File: src/ssc_pkg.sv
// constants and types for the system clock source select block
package ssc_pkg;

   // ----------------------------------------
   // bus and register map
   // ----------------------------------------
   localparam int          APB_AW            = 8;
   localparam logic [7:0]  OFS_INT_OSC_CTRL  = 8'h00;
   localparam logic [7:0]  OFS_CLK_SEL       = 8'h04;
   localparam logic [7:0]  OFS_OSC_STATUS    = 8'h08;
   localparam logic [7:0]  OFS_IRQ_STATUS    = 8'h0C;
   localparam logic [7:0]  OFS_IRQ_MASK      = 8'h10;

   // ----------------------------------------
   // field positions and reset values
   // ----------------------------------------
   localparam int          IOC_EN_BIT        = 7;
   localparam int          IOC_RDY_BIT       = 6;
   localparam int          IOC_DIV_LSB       = 0;
   localparam logic [7:0]  IOC_RESET         = 8'hC0;
   localparam int          CSEL_SRC_LSB      = 0;
   localparam int          CSEL_ODIV_LSB     = 4;
   localparam logic [7:0]  CSEL_RESET        = 8'h00;
   localparam int          STAT_XTAL_BIT     = 0;
   localparam int          STAT_LOCK_BIT     = 1;
   localparam int          STAT_IRDY_BIT     = 2;
   localparam int          STAT_ACT_LSB      = 4;
   localparam int          IRQ_W             = 3;
   localparam int          IRQ_XTAL_BIT      = 0;
   localparam int          IRQ_LOCK_BIT      = 1;
   localparam int          IRQ_BADSEL_BIT    = 2;
   localparam logic [2:0]  IRQ_RESET         = 3'h0;

   // ----------------------------------------
   // source and divider encodings
   // ----------------------------------------
   typedef enum logic [1:0] {
      SRC_INT = 2'h0,
      SRC_EXT = 2'h1,
      SRC_PLL = 2'h2,
      SRC_RSV = 2'h3
   } ssc_src_t;

   // terminal counts: internal divide field 00=/8 .. 11=/1
   localparam logic [2:0]  IDIV_TC_8         = 3'h7;
   localparam logic [2:0]  IDIV_TC_4         = 3'h3;
   localparam logic [2:0]  IDIV_TC_2         = 3'h1;
   localparam logic [2:0]  IDIV_TC_1         = 3'h0;
   localparam logic [1:0]  IDIV_CODE_8       = 2'h0;
   localparam logic [1:0]  IDIV_CODE_4       = 2'h1;
   localparam logic [1:0]  IDIV_CODE_2       = 2'h2;
   // output divide field 00=/1 .. 11=/8
   localparam logic [1:0]  ODIV_CODE_1       = 2'h0;
   localparam logic [1:0]  ODIV_CODE_2       = 2'h1;
   localparam logic [1:0]  ODIV_CODE_4       = 2'h2;

   // ----------------------------------------
   // timing
   // ----------------------------------------
   localparam int          PCLK_PERIOD_NS    = 50;
   localparam int          INT_OSC_START_NS  = 100;
   localparam int          INT_OSC_START_CYC =
      (INT_OSC_START_NS + PCLK_PERIOD_NS - 1) / PCLK_PERIOD_NS;
   localparam logic [3:0]  START_TC          = 4'(INT_OSC_START_CYC);

endpackage

File: src/ssc_clock_select.sv
// system clock source select with apb register access
//
// Decided for this implementation: the address map and the APB slave port.
`timescale 1ns/100ps
`default_nettype none

module ssc_clock_select
   import ssc_pkg::*;
(
   input  wire logic                pclk,
   input  wire logic                presetn,
   input  wire logic                psel,
   input  wire logic                penable,
   input  wire logic                pwrite,
   input  wire logic [APB_AW-1:0]   paddr,
   input  wire logic [31:0]         pwdata,
   output logic      [31:0]         prdata,
   output logic                     pready,
   output logic                     pslverr,
   input  wire logic                ext_osc_tick,
   input  wire logic                ext_osc_settled,
   input  wire logic                pll_tick,
   input  wire logic                pll_locked,
   output logic                     core_clk_en,
   output logic                     clk_out_en,
   output logic                     periph_ext_clk_en,
   output logic                     irq
);

   // ----------------------------------------
   // registers and state
   // ----------------------------------------
   logic                int_osc_enable_r;
   logic                int_osc_freq_ready_r;
   logic [1:0]          int_osc_divide_select_r;
   ssc_src_t            source_select_field_r;
   logic [1:0]          clock_output_divide_r;
   logic                crystal_valid_flag_r;
   logic                loop_lock_flag_r;
   logic [IRQ_W-1:0]    irq_status_r;
   logic [IRQ_W-1:0]    irq_mask_r;
   logic [3:0]          start_cnt_r;
   logic [2:0]          idiv_cnt_r;
   logic [2:0]          odiv_cnt_r;
   logic [31:0]         prdata_r;
   logic                core_clk_en_r;
   logic                clk_out_en_r;
   logic                periph_ext_clk_en_r;

   logic                wr_en;
   logic                addr_hit;
   logic [31:0]         rd_nxt;
   logic [2:0]          idiv_tc;
   logic [2:0]          odiv_tc;
   logic                int_div_tick;
   logic                src_tick;
   logic [IRQ_W-1:0]    irq_set;
   ssc_src_t            wr_src;

   // ----------------------------------------
   // apb slave
   // ----------------------------------------
   // zero wait states: every access completes in its first access cycle
   assign pready = 1'b1;

   always_comb begin
      addr_hit = 1'b1;
      rd_nxt   = 32'h0;
      case (paddr)
         OFS_INT_OSC_CTRL: begin
            rd_nxt[IOC_EN_BIT]                 = int_osc_enable_r;
            rd_nxt[IOC_RDY_BIT]                = int_osc_freq_ready_r;
            rd_nxt[IOC_DIV_LSB +: 2]           = int_osc_divide_select_r;
         end
         OFS_CLK_SEL: begin
            rd_nxt[CSEL_SRC_LSB +: 2]          = source_select_field_r;
            rd_nxt[CSEL_ODIV_LSB +: 2]         = clock_output_divide_r;
         end
         OFS_OSC_STATUS: begin
            rd_nxt[STAT_XTAL_BIT]              = crystal_valid_flag_r;
            rd_nxt[STAT_LOCK_BIT]              = loop_lock_flag_r;
            rd_nxt[STAT_IRDY_BIT]              = int_osc_freq_ready_r;
            rd_nxt[STAT_ACT_LSB +: 2]          = source_select_field_r;
         end
         OFS_IRQ_STATUS: begin
            rd_nxt[IRQ_W-1:0]                  = irq_status_r;
         end
         OFS_IRQ_MASK: begin
            rd_nxt[IRQ_W-1:0]                  = irq_mask_r;
         end
         default: begin
            addr_hit = 1'b0;
         end
      endcase
   end

   assign wr_en   = psel & penable & pwrite & addr_hit;
   assign pslverr = psel & penable & ~addr_hit;
   assign prdata  = prdata_r;
   assign wr_src  = ssc_src_t'(pwdata[CSEL_SRC_LSB +: 2]);

   // read data is captured in the setup cycle so it comes from a flop
   always_ff @(posedge pclk or negedge presetn) begin
      if (!presetn) begin
         prdata_r <= 32'h0;
      end else if (psel && !penable && !pwrite) begin
         prdata_r <= rd_nxt;
      end
   end

   // ----------------------------------------
   // control registers
   // ----------------------------------------
   // enable and divide in one write
   always_ff @(posedge pclk or negedge presetn) begin
      if (!presetn) begin
         int_osc_enable_r        <= IOC_RESET[IOC_EN_BIT];
         int_osc_divide_select_r <= IOC_RESET[IOC_DIV_LSB +: 2];
      end else if (wr_en && paddr == OFS_INT_OSC_CTRL) begin
         int_osc_enable_r        <= pwdata[IOC_EN_BIT];
         int_osc_divide_select_r <= pwdata[IOC_DIV_LSB +: 2];
      end
   end

   always_ff @(posedge pclk or negedge presetn) begin
      if (!presetn) begin
         source_select_field_r <= ssc_src_t'(CSEL_RESET[CSEL_SRC_LSB +: 2]);
         clock_output_divide_r <= CSEL_RESET[CSEL_ODIV_LSB +: 2];
      end else if (wr_en && paddr == OFS_CLK_SEL) begin
         source_select_field_r <= wr_src;
         clock_output_divide_r <= pwdata[CSEL_ODIV_LSB +: 2];
      end
   end

   always_ff @(posedge pclk or negedge presetn) begin
      if (!presetn) begin
         irq_mask_r <= IRQ_RESET;
      end else if (wr_en && paddr == OFS_IRQ_MASK) begin
         irq_mask_r <= pwdata[IRQ_W-1:0];
      end
   end

   // ----------------------------------------
   // oscillator readiness
   // ----------------------------------------
   // internal oscillator needs only a short start-up after enable
   always_ff @(posedge pclk or negedge presetn) begin
      if (!presetn) begin
         start_cnt_r          <= START_TC;
         int_osc_freq_ready_r <= IOC_RESET[IOC_RDY_BIT];
      end else if (!int_osc_enable_r) begin
         start_cnt_r          <= 4'h0;
         int_osc_freq_ready_r <= 1'b0;
      end else if (start_cnt_r != START_TC) begin
         start_cnt_r          <= start_cnt_r + 4'h1;
         int_osc_freq_ready_r <= 1'b0;
      end else begin
         int_osc_freq_ready_r <= 1'b1;
      end
   end

   always_ff @(posedge pclk or negedge presetn) begin
      if (!presetn) begin
         crystal_valid_flag_r <= 1'b0;
         loop_lock_flag_r     <= 1'b0;
      end else begin
         crystal_valid_flag_r <= ext_osc_settled;
         loop_lock_flag_r     <= pll_locked;
      end
   end

   // ----------------------------------------
   // core clock generation
   // ----------------------------------------
   // internal divide terminal count
   always_comb begin
      case (int_osc_divide_select_r)
         IDIV_CODE_8: idiv_tc = IDIV_TC_8;
         IDIV_CODE_4: idiv_tc = IDIV_TC_4;
         IDIV_CODE_2: idiv_tc = IDIV_TC_2;
         default:     idiv_tc = IDIV_TC_1;
      endcase
   end

   // internal oscillator runs at pclk rate while enabled and ready
   always_ff @(posedge pclk or negedge presetn) begin
      if (!presetn) begin
         idiv_cnt_r <= 3'h0;
      end else if (!(int_osc_enable_r && int_osc_freq_ready_r)) begin
         idiv_cnt_r <= 3'h0;
      end else if (idiv_cnt_r >= idiv_tc) begin
         idiv_cnt_r <= 3'h0;
      end else begin
         idiv_cnt_r <= idiv_cnt_r + 3'h1;
      end
   end

   assign int_div_tick = int_osc_enable_r & int_osc_freq_ready_r
                       & (idiv_cnt_r >= idiv_tc);

   // reserved code falls back to internal
   // no hardware guard: an unsettled external or loop source is followed at once, only the irq flags it
   always_comb begin
      case (source_select_field_r)
         SRC_EXT: begin
            src_tick = ext_osc_tick;
         end
         SRC_PLL: begin
            src_tick = pll_tick;
         end
         default: begin
            src_tick = int_div_tick;
         end
      endcase
   end

   always_comb begin
      case (clock_output_divide_r)
         ODIV_CODE_1: odiv_tc = IDIV_TC_1;
         ODIV_CODE_2: odiv_tc = IDIV_TC_2;
         ODIV_CODE_4: odiv_tc = IDIV_TC_4;
         default:     odiv_tc = IDIV_TC_8;
      endcase
   end

   // output divider counts core ticks, so it stalls with the core clock
   always_ff @(posedge pclk or negedge presetn) begin
      if (!presetn) begin
         odiv_cnt_r   <= 3'h0;
         clk_out_en_r <= 1'b0;
      end else if (src_tick && odiv_cnt_r >= odiv_tc) begin
         odiv_cnt_r   <= 3'h0;
         clk_out_en_r <= 1'b1;
      end else if (src_tick) begin
         odiv_cnt_r   <= odiv_cnt_r + 3'h1;
         clk_out_en_r <= 1'b0;
      end else begin
         clk_out_en_r <= 1'b0;
      end
   end

   always_ff @(posedge pclk or negedge presetn) begin
      if (!presetn) begin
         core_clk_en_r       <= 1'b0;
         periph_ext_clk_en_r <= 1'b0;
      end else begin
         core_clk_en_r       <= src_tick;
         periph_ext_clk_en_r <= ext_osc_tick;
      end
   end

   assign core_clk_en       = core_clk_en_r;
   assign clk_out_en        = clk_out_en_r;
   assign periph_ext_clk_en = periph_ext_clk_en_r;

   // ----------------------------------------
   // interrupts
   // ----------------------------------------
   always_comb begin
      irq_set                 = '0;
      irq_set[IRQ_XTAL_BIT]   = ext_osc_settled & ~crystal_valid_flag_r;
      irq_set[IRQ_LOCK_BIT]   = pll_locked & ~loop_lock_flag_r;
      // flag a switch to the reserved code or to an unsettled external or loop source
      irq_set[IRQ_BADSEL_BIT] = (wr_en && paddr == OFS_CLK_SEL)
                              && ((wr_src == SRC_RSV)
                              || (wr_src == SRC_EXT && !crystal_valid_flag_r)
                              || (wr_src == SRC_PLL && !loop_lock_flag_r));
   end

   // a set in the cycle of a write-one clear wins over the clear
   always_ff @(posedge pclk or negedge presetn) begin
      if (!presetn) begin
         irq_status_r <= IRQ_RESET;
      end else if (wr_en && paddr == OFS_IRQ_STATUS) begin
         irq_status_r <= (irq_status_r & ~pwdata[IRQ_W-1:0]) | irq_set;
      end else begin
         irq_status_r <= irq_status_r | irq_set;
      end
   end

   assign irq = |(irq_status_r & irq_mask_r);

endmodule

`default_nettype wire

File: config.mk
export PLATFORM = sky130hd
export DESIGN_NAME = ssc_clock_select
export DESIGN_NICKNAME = d
export VERILOG_FILES = /design/src/ssc_pkg.sv /design/src/ssc_clock_select.sv
export SDC_FILE = /design/constraint.sdc
export NUM_CORES = 1
export LEC_CHECK = 0
export BUFFER_PORTS_ARGS = -buffer_cell sky130_fd_sc_hd__buf_4
export CORE_ASPECT_RATIO = 1.1
export CORE_MARGIN = 2
export CORE_UTILIZATION = 40
export DETAILED_ROUTE_END_ITERATION = 10
export PLACE_DENSITY = 0.69
export SYNTH_ARGS = -nofsm -noshare
export SYNTH_HDL_FRONTEND = slang
export SYNTH_SLANG_ARGS = --single-unit
File: constraint.sdc
create_clock -name pclk -period 4.6 [get_ports pclk]
set_input_delay 1.38 -clock pclk [delete_from_list [all_inputs] [get_ports pclk]]
set_output_delay 1.38 -clock pclk [all_outputs]
set_load 0.02 [all_outputs]
==> results.yml, run 1 <==
pwr:
  powerDensity_nw_per_um2: 269.2
  p_leak_nw: 1.208
  ir_drop_mv: 0.09955
cts:
  clk_pin_slew_ns: 0.07
  insertion_delay_ns: 0.29
  clock_tree.buffer_depth: 2
  post-cts-setup-buffer-count: 0
  cts_hold_buffers: 0
  ctsResizeCount: 0
  cts_tree: "yes"
  htreeDepth: 2
  cts_buffers: 5
  cts.sinks: 36
  cts_root_buffer: "clkbuf_8"
logic_synthesis:
  synthSimpleGateAreaFrac_pct: 17.35
  synth_area_per_cell_um2: 10.30
  synth_most_common_cell: "dfrtp_1"
  async_flop_share_pct: 100.0
  synth-seq-area-share_pct: 43.27
  synth_top_family_by_area: "simple AND/OR/NAND/NOR gates"
  synthTopCellsByArea: "dfrtp_1 39%, buf_4 9.3%, ha_1 7.2%"
  ys_ff_latch: 36
  synth_compound_area_share_pct: 9.216
  yosys_warnings: 0
  muxShareOfSynthArea_pct: 8.378
  yosys.cell_types.count: 42
  synth.largest_area_cell: "dfrtp_1"
  postSynthCellCount: 203
  ys_top_cells_by_count: "33 x dfrtp_1, 26 x buf_4, 23 x nand2_1"
  synth_ff_type: "dfrtp_1"
  synth_top_area_share_pct: 39.50
  synth_edf_count: 0
  syn_area_um2: 2091
  synthXorXnorAreaFrac_pct: 1.257
  synth_fa_ha_area_share_pct: 7.181
timing:
  final_max_slew_viol_count: 0
  max_freq_ghz: 0.2955
  fin_worst_skew_ns: 0.004026
  setup_ws_ns: 1.216
  period_needed_ns: 3.384
  hold_violations: 0
  rsz0062_at_grt: "no"
  tns_ns: 0
  finalCritPeriodShare_pct: 73.57
  setup_viol: 0
critical_path:
  crit_chain: "buf_4 -> nor3_4 -> a31oi_1 -> buf_4"
  path_buf_inv: 2
  r2r-start: "int_osc_divide_select_r[1]$_DFFE_PN0P_"
  regToRegSetupSlack_ns: 2.56
  slowest_stage: "nor3_4"
  cp_data_required_time_ns: 3.22
  path_common_cell: "buf_4"
  cp_max_fo: 2
  path_delay_family: "buffers and inverters"
  crit_path_start_kind: "input pin"
  worstSetupPathType: "input pin to primary output"
  worst_path_largest_cell_delay_ns: 0.22
  rr_endpoint: "odiv_cnt_r[0]$_DFFE_PN0P_"
  cp-startpoint: "paddr[7]"
  rr_worst_depth: 8
  arrival_ns: 2.00
  end_kind: "primary output"
route:
  dr.first_iter.drc_count: 62
  viasPerCell: 4.882
  ant_nets: 0
  dr.pass1.iters: 4
  wl_per_cell_um: 12.33
  drc: 0
  wl_um: 3661
  vias: 1450
global_routing:
  antenna_found_initial: 0
  grt_use_total_pct: 14.04
  overflow: 0
  grt_max_degree: 37
  grt_pass1_wl_um: 6258
  grt_pass1_vias: 1348
floorplan:
  die_w_um: 72.93
  die-area_um2: 5822
  core_um2: 5034
  ios: 87
  fp.dieH_um: 79.83
  rows: 27
  initial_core_util_pct: 41.54
min_path:
  min_path_cells: 1
  worstHoldStart: "idiv_cnt_r[0]$_DFF_PN0_"
  min_to: "idiv_cnt_r[0]$_DFF_PN0_"
  worstHoldPathType: "register to register"
placement:
  dpl_cell_area_um2: 2286
  dp_slack_ns: 1.209
  finalWeightedCongestion: 0.7926
  dp_hpwl_um: 2816
  portBuffers: 34
finish:
  fill_cells: 476
  fin_nets: 299
  drive_gt1_share_pct: 26.78
  ff_latch_area_um2: 904.6
  final_area_um2: 2386
  syn2layout_area_growth_pct: 14.12
  multiInputGateArea_um2: 1005
  final_core_util_pct: 47.40
  diodes: 0
run_status:
  status: "finished, final reports clean"
flow_run:
  maxCapViolations: 0
placed cells by master (no fill, tap or decap), types with 3 or more instances in the layout:
cell type  count
conb_1        26
a22o_1         3
a21oi_1        3
mux2i_1        4
buf_4         34
o31ai_1        3
nand2b_1       5
o21ai_0        8
xnor2_1        3
mux2_2         6
dfstp_2        3
inv_1         13
nor2_1        11
nand4_1        4
dfrtp_1       33
mux2_4         3
nand3_1        7
clkbuf_8       7
nand2_1       23
a31oi_1        5
ha_1          12
area by class of cell:
type	instances	area share (%)
Multi-Input combinational cell	148	42.11
Clock buffer	8	4.195
Tap cell	58	3.041
Sequential cell	36	37.91
Inverter	13	2.045
Timing Repair Buffer	34	10.70
layer usage:
layer	wire length, um	vias up	GRT usage (%)	share of wire, %
met1	1680	690	18.84	46
met4	64	0	5.556	1.7
met5	0	-	0	0
met3	226	6	4.545	6.2
li1	-	712	-	-
met2	1690	42	20.82	46
metrics by stage:
stage / power, mW / hold slack [ns] / cells
after floorplan: 0.3863 / 0.4291 / 227
after global placement: 0.4030 / 0.4543 / 289
after detailed placement: 0.4036 / 0.4546 / 289
after CTS: 0.6498 / 0.4641 / 297
after global routing: 0.6708 / 0.4848 / 297
final: 0.6424 / 0.4601 / 297
sequential cells by signal, summed over array words and instances (netlist names), 2 cells and up:
signal                   count
start_cnt_r                  4
irq_mask_r                   3
int_osc_divide_select_r      2
clock_output_divide_r        2
idiv_cnt_r                   3
prdata                       7
odiv_cnt_r                   3
source_select_field_r        2
irq_status_r                 3
cell families (layout without fill, tap and decap cells):
| family | after synthesis | after routing |
|---|---|---|
| flip-flops | 36 | 36 |
| XOR/XNOR | 3 | 3 |
| AND/OR/NAND/NOR | 64 | 64 |
| other | 2 | 26 |
| adder cells (fa/ha/maj) | 12 | 12 |
| buffers and inverters | 43 | 55 |
| multiplexers | 14 | 14 |
| AO/OA/AOI/OAI | 29 | 29 |
power breakdown:
| group | switching, mW | leakage (nW) | internal [mW] |
|---|---|---|---|
| Sequential | 0.00310 | 0.464 | 0.321 |
| Clock | 0.108 | 0.0515 | 0.137 |
| Combinational | 0.0488 | 0.692 | 0.0246 |
worst reg2reg max path, cell delays in order (launching register included):
cell and delay, ns:
dfrtp_1 0.43, or2_2 0.32, ha_1 0.29, a21o_1 0.18, a31oi_1 0.19, o22a_1 0.27
inv_1 0.09, nand2_1 0.08, o21ai_0 0.08
worst max path at each step:
stage	to	slack [ns]	cells past startpoint
floorplan	pslverr	1.18	3
global placement	pslverr	1.22	4
detailed placement	pslverr	1.21	4
CTS	pslverr	1.21	4
global route	pslverr	1.14	4
finish	pslverr	1.22	4
No activity file was read; power rests on OpenSTA's default activity.
==> run 2: changes to the inputs <==
PLACE_DENSITY = 0.71   (was 0.69)
clock period = 2.9 ns   (was 4.6 ns; I/O delays follow)
==> run 2 against run 1 <==
Sequential share of layout area increased by 0.36 points. Clock power increased by 37%. Hold slack improved by 0.0023 ns. Routed wire length decreased by 1.3%. Sequential power increased by 59%. Core utilization decreased by 0.45 points. Final cell count decreased by 0.34%. Global-route usage decreased by 0.54 points. Largest power group unchanged. Highest routed layer unchanged.
==> results.yml, run 2 (synthesized netlist as in run 1, its figures left out) <==
placement:
  portBuffers: 34
  dp_hpwl_um: 2804
  dp_slack_ns: 0.5246
  finalWeightedCongestion: 0.8030
  place_inst: 289
floorplan:
  initial_core_util_pct: 41.54
  die_w_um: 72.93
  die-area_um2: 5822
  fp.dieH_um: 79.83
  ios: 87
  rows: 27
  core_um2: 5034
cts:
  cts_buffers: 5
  cts_hold_buffers: 0
  cts.sinks: 36
  post-cts-setup-buffer-count: 0
  clock_tree.buffer_depth: 2
  cts_tree: "yes"
  insertion_delay_ns: 0.29
  ctsResizeCount: 0
  htreeDepth: 2
  clk_pin_slew_ns: 0.07
  cts_root_buffer: "clkbuf_8"
critical_path:
  cp_max_fo: 2
  cp_data_required_time_ns: 2.03
  end_kind: "primary output"
  r2r-start: "int_osc_divide_select_r[1]$_DFFE_PN0P_"
  crit_path_start_kind: "input pin"
  regToRegSetupSlack_ns: 0.87
  rr_worst_depth: 8
  arrival_ns: 1.50
  worstSetupPathType: "input pin to primary output"
  rr_endpoint: "odiv_cnt_r[0]$_DFFE_PN0P_"
route:
  viasPerCell: 4.865
  vias: 1440
  drc: 0
  wl_per_cell_um: 12.21
  dr.pass1.iters: 4
  ant_nets: 0
  wl_um: 3614
  dr.first_iter.drc_count: 76
finish:
  stdcell_count: 296
  drive_gt1_share_pct: 26.47
  layout_commonest_cell: "buf_4"
  final_core_util_pct: 46.96
  fin_nets: 299
  largest_register_ffs: 7
  most-common-layout-cells: "34 x buf_4, 33 x dfrtp_1, 26 x conb_1"
  diodes: 0
  syn2layout_area_growth_pct: 13.05
  fill_cells: 473
timing:
  setup_ws_ns: 0.5290
  hold_violations: 0
  max_freq_ghz: 0.4218
  period_needed_ns: 2.371
  setup_viol: 0
  rsz0062_at_grt: "no"
  tns_ns: 0
  fin_worst_skew_ns: 0.003974
  final_max_slew_viol_count: 0
  finalCritPeriodShare_pct: 81.76
pwr:
  ir_drop_mv: 0.1646
  powerDensity_nw_per_um2: 408.6
  p_leak_nw: 1.198
run_status:
  status: "finished, final reports clean"
global_routing:
  antenna_found_initial: 0
  grt_max_degree: 37
  grt_pass1_vias: 1349
  grt_use_total_pct: 13.50
  grt_pass1_wl_um: 6030
  overflow: 0
min_path:
  min_to: "idiv_cnt_r[0]$_DFF_PN0_"
  worstHoldPathType: "register to register"
  min_path_cells: 1
  worstHoldStart: "idiv_cnt_r[0]$_DFF_PN0_"
flow_run:
  maxCapViolations: 0
-- run 2: changes by cell type in the layout (fill, tap and decap cells not counted) --
cell      previous run  this run
clkbuf_8             7         5
clkinv_2             0         1
-- run 2: power by group --
group	internal (mW)	switching, mW
Combinational	0.0389	0.0773
Clock	0.163	0.172
Sequential	0.509	0.00484
-- run 2: layout make-up --
cell class	count	area (um^2)	share of cell area (%)
Sequential cell	36	904.6	38.27
Multi-Input combinational cell	148	1005	42.51
Clock buffer	6	72.57	3.070
Tap cell	58	72.57	3.070
Clock inverter	1	5.005	0.2118
Timing Repair Buffer	34	255.2	10.80
Inverter	13	48.80	2.065
-- run 2: worst max path at each step --
stage,start,end,depth (start not counted)
CTS,paddr[7],pslverr,4
global placement,paddr[7],pslverr,4
finish,paddr[7],pslverr,4
detailed placement,paddr[7],pslverr,4
global route,paddr[2],pslverr,4
floorplan,paddr[2],pslverr,3
-- run 2: worst max-delay path, cell delays in order --
cell and delay [ns]:
buf_4 0.12, nor3_4 0.23, a31oi_1 0.11, buf_4 0.17
-- run 2: per-layer routing --
layer	part of all wire, %	routed length, um	GRT usage, %
met1	47	1692	17.94
met2	46	1652	19.82
met3	5.2	188	3.535
met4	2.2	81	7.407
met5	0	0	0
-- run 2: through the flow --
stage | instance area [um^2] | power [mW] | hold WS (ns)
detailed placement | 2286 | 0.6406 | 0.4546
CTS | 2364 | 0.9776 | 0.4644
global route | 2364 | 1.005 | 0.4888
finish | 2364 | 0.9656 | 0.4623
floorplan | 2181 | 0.6128 | 0.4291
global placement | 2286 | 0.6393 | 0.4516
